==> config.mk <==
export PLATFORM = sky130hd
export DESIGN_NAME = pmt_top
export DESIGN_NICKNAME = d
export VERILOG_FILES = /design/src/include/pmt_pkg.sv /design/src/include/pmt_scl_if.sv /design/src/rtl/pmt_scaler.sv /design/src/rtl/pmt_top.sv
export SDC_FILE = /design/constraint.sdc
export NUM_CORES = 1
export LEC_CHECK = 0
export BUFFER_PORTS_ARGS = -buffer_cell sky130_fd_sc_hd__buf_4
export CORE_MARGIN = 1.5
export CORE_UTILIZATION = 50
export CTS_BUF_LIST = sky130_fd_sc_hd__clkbuf_8
export DETAILED_ROUTE_END_ITERATION = 8
export PLACE_DENSITY_LB_ADDON = 0.05
export SLEW_MARGIN = 30
export SYNTH_ARGS = -nofsm -noshare
export SYNTH_HDL_FRONTEND = slang
export SYNTH_SLANG_ARGS = --single-unit
==> constraint.sdc <==
create_clock -name pclk -period 2.5 [get_ports pclk]
set_input_delay 0.5 -clock pclk [delete_from_list [all_inputs] [get_ports pclk]]
set_output_delay 0.5 -clock pclk [all_outputs]
set_load 0.005 [all_outputs]
==> src/include/pmt_pkg.sv <==
// Constants shared by the period match timer and its scaler.
// Assumes a single 40 MHz pclk domain and a 32-bit APB register port.
`default_nettype none
package pmt_pkg;
	localparam int unsigned APB_AW       = 8;
	localparam logic [7:0]  ADDR_CTRL    = 8'h00;
	localparam logic [7:0]  ADDR_COUNT   = 8'h04;
	localparam logic [7:0]  ADDR_PERIOD  = 8'h08;
	localparam logic [7:0]  ADDR_FLAGS   = 8'h0c;
	localparam logic [7:0]  ADDR_ENABLES = 8'h10;

	localparam int unsigned CTRL_PRE_LSB  = 0;
	localparam int unsigned CTRL_RUN_BIT  = 2;
	localparam int unsigned CTRL_POST_LSB = 3;
	localparam logic [7:0]  CTRL_MASK     = 8'h7f;
	localparam int unsigned FLAG_BIT      = 1;

	localparam logic [7:0]  CTRL_RST   = 8'h00;
	localparam logic [7:0]  COUNT_RST  = 8'h00;
	localparam logic [7:0]  PERIOD_RST = 8'hff;

	localparam logic [1:0]  INSTR_LAST = 2'h3;
	localparam logic [3:0]  PRE_LIM_1  = 4'h0;
	localparam logic [3:0]  PRE_LIM_4  = 4'h3;
	localparam logic [3:0]  PRE_LIM_16 = 4'hf;

	typedef enum logic [1:0] {
		PRE_DIV1   = 2'b00,
		PRE_DIV4   = 2'b01,
		PRE_DIV16A = 2'b10,
		PRE_DIV16B = 2'b11
	} pmt_pre_t;
endpackage
`default_nettype wire

==> src/include/pmt_scl_if.sv <==
// Link between the timer core and its prescaler/postscaler.
// Assumes both ends run on the same pclk.
`timescale 1ns/1ps
`default_nettype none
interface pmt_scl_if;
	logic           itick;
	logic           run;
	logic           clear;
	logic           match;
	pmt_pkg::pmt_pre_t pre_sel;
	logic [3:0]     post_sel;
	logic           inc_tick;
	logic           post_done;
	modport timer  (output itick, run, clear, match, pre_sel, post_sel, input inc_tick, post_done);
	modport scaler (input itick, run, clear, match, pre_sel, post_sel, output inc_tick, post_done);
endinterface
`default_nettype wire

==> src/rtl/pmt_scaler.sv <==
// Prescaler in front of the counter and postscaler behind the match.
// Assumes itick and match already include the clock enable.
`timescale 1ns/1ps
`default_nettype none
module pmt_scaler (
	input  wire logic pclk,
	input  wire logic presetn,
	input  wire logic ce,
	pmt_scl_if.scaler s
);
	logic [3:0] pre_r;
	logic [3:0] post_r;
	logic [3:0] pre_lim;
	logic       pre_wrap;

	assign pre_lim   = (s.pre_sel == pmt_pkg::PRE_DIV1) ? pmt_pkg::PRE_LIM_1 :
	                   (s.pre_sel == pmt_pkg::PRE_DIV4) ? pmt_pkg::PRE_LIM_4 : pmt_pkg::PRE_LIM_16; // RQ2
	assign pre_wrap  = pre_r == pre_lim;
	// A stopped timer and a pending clear both block the tick.
	assign s.inc_tick  = s.run & s.itick & pre_wrap & ~s.clear; // RQ15
	assign s.post_done = s.match & (post_r == s.post_sel); // RQ4

	always_ff @(posedge pclk or negedge presetn) begin
		if (!presetn) begin
			pre_r  <= 4'h0;
			post_r <= 4'h0;
		end else if (ce) begin
			if (s.clear) begin
				pre_r  <= 4'h0; // RQ7
				post_r <= 4'h0; // RQ7
			end else begin
				if (s.run & s.itick)
					pre_r <= pre_wrap ? 4'h0 : pre_r + 4'h1;
				if (s.match)
					post_r <= s.post_done ? 4'h0 : post_r + 4'h1;
			end
		end
	end
endmodule
`default_nettype wire

==> src/rtl/pmt_top.sv <==
// Eight-bit period match timer with APB register access.
// Assumes pclk is the oscillator clock; the instruction clock is pclk divided by four.
//
// How it works
// [RQ1] An 8-bit counter and an 8-bit period register are both readable and writable.
// [RQ2] The counter advances on instruction ticks divided by 1, 4 or 16 as the prescale field selects.
// [RQ3] The counter counts up from zero to the period value and then returns to zero on the next tick.
// [RQ4] Each match advances a postscaler whose ratio is its four-bit field plus one.
// [RQ5] A completed postscale count sets the match interrupt flag at bit 1 of the flag register.
// [RQ6] Control bit 2 runs the timer when set and stops it when clear.
// [RQ7] Writes to the counter or control register and any reset clear both scalers.
// [RQ8] A control write leaves the counter value as it was.
// [RQ9] Reset clears the counter.
// [RQ10] Reset sets the period register to all ones.
// [RQ11] The unscaled match pulse is offered as a shift clock source for the serial port.
// [RQ12] The match pulse and the live count serve as the PWM time base.
// [RQ13] Control bit 7 reads as zero and ignores writes.
// [RQ14] The flag holds until software clears it, and the request needs flag and enable together.
// [RQ15] A stopped timer holds counter and scalers and raises no match or flag.
`timescale 1ns/1ps
`default_nettype none
module pmt_top (
	input  wire logic        pclk,
	input  wire logic        presetn,
	input  wire logic        ce,
	input  wire logic        psel,
	input  wire logic        penable,
	input  wire logic        pwrite,
	input  wire logic [7:0]  paddr,
	input  wire logic [31:0] pwdata,
	output logic      [31:0] prdata,
	output logic             pready,
	output logic             pslverr,
	output logic             match_pulse,
	output logic      [7:0]  timebase_count,
	output logic             irq_req
);
	pmt_scl_if scl ();

	logic [7:0]  ctrl_r;
	logic [7:0]  count_r;
	logic [7:0]  period_r;
	logic        flag_r;
	logic        en_r;
	logic [1:0]  idiv_r;
	logic        pready_r;
	logic        pslverr_r;
	logic [31:0] prdata_r;
	logic        match_r;
	logic        irq_r;

	logic [7:0]  ctrl_nxt;
	logic [7:0]  count_nxt;
	logic [7:0]  period_nxt;
	logic        flag_nxt;
	logic        en_nxt;

	// Bus decode.
	logic        access;
	logic        fire;
	logic        wr_fire;
	logic        sel_ctrl;
	logic        sel_count;
	logic        sel_period;
	logic        sel_flags;
	logic        sel_enables;
	logic        addr_hit;
	logic        wr_ctrl;
	logic        wr_count;
	logic        wr_period;
	logic        wr_flags;
	logic        wr_enables;
	logic [7:0]  rd_byte;
	logic [7:0]  wr_byte;

	// Timer datapath.
	logic        run;
	logic        at_period;
	logic        match_evt;

	// The access phase always takes one wait state so that read data comes from a flip-flop.
	assign access   = ce & psel & penable & ~pready_r;
	assign fire     = ce & psel & penable & pready_r;
	assign wr_fire  = fire & pwrite;
	assign wr_byte  = pwdata[7:0];

	assign sel_ctrl    = paddr == pmt_pkg::ADDR_CTRL;
	assign sel_count   = paddr == pmt_pkg::ADDR_COUNT;
	assign sel_period  = paddr == pmt_pkg::ADDR_PERIOD;
	assign sel_flags   = paddr == pmt_pkg::ADDR_FLAGS;
	assign sel_enables = paddr == pmt_pkg::ADDR_ENABLES;
	assign addr_hit    = sel_ctrl | sel_count | sel_period | sel_flags | sel_enables;

	assign wr_ctrl    = wr_fire & sel_ctrl;
	assign wr_count   = wr_fire & sel_count;
	assign wr_period  = wr_fire & sel_period;
	assign wr_flags   = wr_fire & sel_flags;
	assign wr_enables = wr_fire & sel_enables;

	assign rd_byte = sel_ctrl    ? ctrl_r :
	                 sel_count   ? count_r :
	                 sel_period  ? period_r :
	                 sel_flags   ? {6'h00, flag_r, 1'b0} :
	                 sel_enables ? {6'h00, en_r, 1'b0} : 8'h00; // RQ1

	// Scaler hookup.
	assign run          = ctrl_r[pmt_pkg::CTRL_RUN_BIT]; // RQ6
	assign scl.itick    = ce & (idiv_r == pmt_pkg::INSTR_LAST);
	assign scl.run      = run;
	assign scl.clear    = wr_count | wr_ctrl; // RQ7
	assign scl.pre_sel  = pmt_pkg::pmt_pre_t'(ctrl_r[pmt_pkg::CTRL_PRE_LSB +: 2]);
	assign scl.post_sel = ctrl_r[pmt_pkg::CTRL_POST_LSB +: 4];
	assign scl.match    = match_evt;

	pmt_scaler u_scaler (
		.pclk    (pclk),
		.presetn (presetn),
		.ce      (ce),
		.s       (scl)
	);

	// A counter write in the same cycle as a tick wins and produces no match.
	assign at_period = count_r == period_r;
	assign match_evt = scl.inc_tick & at_period; // RQ3

	assign ctrl_nxt   = wr_ctrl ? (wr_byte & pmt_pkg::CTRL_MASK) : ctrl_r; // RQ13
	assign count_nxt  = wr_count      ? wr_byte : // RQ1
	                    match_evt     ? 8'h00 : // RQ3
	                    scl.inc_tick  ? count_r + 8'h01 : count_r; // RQ8
	assign period_nxt = wr_period ? wr_byte : period_r; // RQ1
	// Hardware set wins over a software clear in the same cycle.
	assign flag_nxt   = scl.post_done | (wr_flags ? wr_byte[pmt_pkg::FLAG_BIT] : flag_r); // RQ5
	assign en_nxt     = wr_enables ? wr_byte[pmt_pkg::FLAG_BIT] : en_r;

	always_ff @(posedge pclk or negedge presetn) begin
		if (!presetn) begin
			ctrl_r   <= pmt_pkg::CTRL_RST;
			count_r  <= pmt_pkg::COUNT_RST; // RQ9
			period_r <= pmt_pkg::PERIOD_RST; // RQ10
		end else if (ce) begin
			ctrl_r   <= ctrl_nxt;
			count_r  <= count_nxt;
			period_r <= period_nxt;
		end
	end

	always_ff @(posedge pclk or negedge presetn) begin
		if (!presetn) begin
			flag_r <= 1'b0;
			en_r   <= 1'b0;
			irq_r  <= 1'b0;
		end else if (ce) begin
			flag_r <= flag_nxt; // RQ14
			en_r   <= en_nxt;
			irq_r  <= flag_r & en_r; // RQ14
		end
	end

	// Instruction clock divider runs free so that run only gates the prescaler.
	always_ff @(posedge pclk or negedge presetn) begin
		if (!presetn)
			idiv_r <= 2'h0;
		else if (ce)
			idiv_r <= idiv_r + 2'h1;
	end

	always_ff @(posedge pclk or negedge presetn) begin
		if (!presetn)
			match_r <= 1'b0;
		else if (ce)
			match_r <= match_evt; // RQ11
	end

	// Unmapped addresses answer with pslverr and read zero.
	always_ff @(posedge pclk or negedge presetn) begin
		if (!presetn) begin
			pready_r  <= 1'b0;
			pslverr_r <= 1'b0;
			prdata_r  <= 32'h0000_0000;
		end else if (ce) begin
			pready_r  <= access;
			pslverr_r <= access & ~addr_hit;
			if (access)
				prdata_r <= {24'h00_0000, rd_byte};
		end
	end

	assign prdata         = prdata_r;
	assign pready         = pready_r;
	assign pslverr        = pslverr_r;
	assign match_pulse    = match_r; // RQ11
	assign timebase_count = count_r; // RQ12
	assign irq_req        = irq_r;
endmodule
`default_nettype wire

==> results.txt <==
Final setup fails: 0
Worst r2r path cells: 6
Reg2Reg Capture Point: timebase_count[2]
Pin count of the biggest net entering global routing: 48
Hold WS: 0.1987 ns
Post-synth top area share: 34.99%
R2r startpoint: ctrl_r[0]
Critical path's slowest cell: dfrtp_1
Sequential power share: 53.2%
WS Path Type: reg -> reg
Ant diodes: 0
Pwr Total: 1.550 mW
Die area: 6035 sq um
Leading post-synthesis cells by cell area: dfrtp_1, dfstp_2, mux2_2
Crit path capture type: flip-flop
Clock Path Buffers: 2
CP Max Fanout: 7
Worst-path clk slew: 0.09 ns
Maxcap violations: 0
Routability cong.: 0.7802
Drt initial violations: 121
Crit-path cells: or3_4, a2111oi_4, o21ai_1, buf_4, o31ai_1, a31oi_1
Die X: 77.69 microns
Setup TNS: 0 ns
First-pass GRT wire length: 10640 microns
Final Util: 59.90%
DR vias/cell: 5.516
TritonRoute pass-1 iters: 4
YS warnings: 0
Num rows: 27
CTS root buffer: clkbuf_8
Design Area, Final: 3258 sq um
Final net count: 380
Flop-to-flop setup slack: 0.30 ns
Post-CTS setup buffers: 0
Most common cell in the netlist: dfrtp_1
Cts repair resizes: 0
Chip Height: 77.69 microns
CP Launch Type: flip-flop
Num ports: 90
Setup WS post-layout: 0.2956 ns
Antenna violations before repair: 0
Ys async rst share: 100.0%
Status: finished, final reports clean
Sw frac: 23.71%
CTS H-tree lvls: 2
Max Fclk: 453.6 MHz
Total grt overflow: 0
Class of the worst hold path: in -> async
Finished Layout Cells: 403
Worst-Skew Late Latency: 0.30 ns
IO Port Bufs: 41
Core ar.: 5439 sq um
GRT Total Usage: 22.70%
Cell taking the most area after synthesis: dfrtp_1
CP arrival: 2.37 ns
Pwr dens: 475.8 nW/um^2
# DRC: 0
Final Max Slew Viols: 0
Initial Utilization: 51.28%
CTS Hold Bufs: 0
Synth Cell Area: 2789 sq um
Critical Path RT: 2.67 ns
Routed via count: 2223
Power share of the combinational group: 11.7%
Fillers: 479
Clock group share of total power: 35.1%
Post-synth cell types: 49
Placed Cells: 395
TritonCTS clock tree: yes
Post-synthesis sequential area ratio: 42.53%
Final hold viol count: 0
Switch Pwr: 0.3676 mW
Worst Tran Pin Value: 0.6052 ns
Placed Area: 3152 sq um
Post-DR wirelength/cell: 15.69 microns
Antenna-violating nets left: 0
Post-Route WL: 6325 microns
Share of layout cells above drive strength 1: 29.00%
LEAKAGE: 1.632 nW
Crit share post-route: 88.17%
Clock Sinks: 47
HPWL Detailed: 4687 microns
Post-layout minimum cycle time: 2.204 ns
Syn Inst Count: 281
FF+latch count, synth: 47
Slowest stage delay, CP: 0.44 ns
Vias in the first global route: 2105
Num CTS Buffers: 5
Main synth FF type: dfrtp_1
Top cell types by occurrence after synthesis: dfrtp_1, buf_4, nor2_1, nand2_1, mux2_2
Synthesized area per cell: 9.925 sq um
Dpl ws: 0.2586 ns
Fin Clk Skew: 0.006196 ns
Internal: 1.182 mW
Layout area overhead: 16.82%
Worst slew margin relative to its limit: 59.65%
Max VDD drop: 0.3018 mV
Post-synth EDFFs: 0
RSZ-0062 raised after global routing: false
## worst max-delay path, delay by kind of cell, from the launching register on
family          cells  cell delay [ns]
compound gates      4             0.99
flops               1             0.44
simple gates        1             0.41
buf+inv             1             0.23
## logic make-up (layout without fill, tap and decap cells)
group / after synthesis / after routing / synth area share [%]
buf+inv: 38 / 65 / 8.434
xor+xnor: 15 / 15 / 4.711
mux: 18 / 18 / 7.671
simple gates: 102 / 102 / 20.46
compound gates: 56 / 56 / 14.27
other cells: 1 / 24 / 0.1345
fa+ha+maj: 4 / 4 / 1.795
flops: 47 / 47 / 42.53
## cells in the final DEF (no fill, tap or decap), types with 3 or more instances in the layout
cell / synthesis / layout
nand2_1: 19 / 19
conb_1: 1 / 24
clkbuf_8: 0 / 5
nor3_1: 4 / 4
buf_4: 24 / 51
nor2_1: 22 / 22
o31ai_1: 6 / 6
mux2_2: 17 / 17
dfrtp_1: 39 / 39
a21o_1: 3 / 3
a21oi_1: 14 / 14
nand4_1: 6 / 6
o21ai_0: 7 / 7
dfstp_2: 8 / 8
a221oi_1: 6 / 6
xor2_1: 15 / 15
ha_1: 4 / 4
and3_1: 9 / 9
inv_1: 5 / 7
nand3_1: 14 / 14
nor2b_1: 8 / 8
a31oi_1: 7 / 7
## final cells by class
class / instances / area, sq um / share of cell area [%]
multi-input combinational: 219 / 1454 / 44.62
clock buffer: 5 / 68.82 / 2.112
tap: 72 / 90.09 / 2.765
clock inverter: 3 / 37.54 / 1.152
sequential: 47 / 1186 / 36.41
timing repair buffer: 52 / 402.9 / 12.37
inverter: 5 / 18.77 / 0.5760
## layer usage
| metal | GRT usage (%) | routed length (microns) | share of wire, % |
|---|---|---|---|
| met3 | 3.765 | 233 | 3.7 |
| met5 | 0 | 0 | 0 |
| met2 | 32.35 | 2842 | 45 |
| met4 | 10.73 | 194 | 3.1 |
| met1 | 33.33 | 3055 | 48 |
## registers in the layout, summed over array words and instances (netlist names)
name             count
ctrl_r               7
en_r                 1
flag_r               1
idiv_r               2
irq_req              1
match_pulse          1
period_r             8
prdata               8
pready               1
pslverr              1
timebase_count       8
u_scaler.post_r      4
u_scaler.pre_r       4
## how the worst max path moves through the flow
stage	startpoint	endpoint	slack, ns	cells after the start
finish	ctrl_r[0]	timebase_count[2]	0.30	6
global route	ctrl_r[0]	timebase_count[2]	0.19	6
CTS	ctrl_r[0]	timebase_count[2]	0.28	6
detailed placement	paddr[1]	en_r	0.26	5
global placement	paddr[1]	en_r	0.29	5
floorplan	paddr[1]	timebase_count[2]	0.34	6
## power by group through the flow
| stage | combinational [mW] | clock [mW] | sequential [mW] |
|---|---|---|---|
| 2_1_floorplan | 0.108 | 0 | 0.839 |
| 3_3_place_gp | 0.179 | 0 | 0.838 |
| 3_5_place_dp | 0.182 | 0 | 0.840 |
| 4_1_cts | 0.183 | 0.563 | 0.826 |
| 5_1_grt | 0.206 | 0.595 | 0.831 |
| 6_report | 0.181 | 0.545 | 0.824 |
Note: power is estimated with default switching activity, not from simulation.
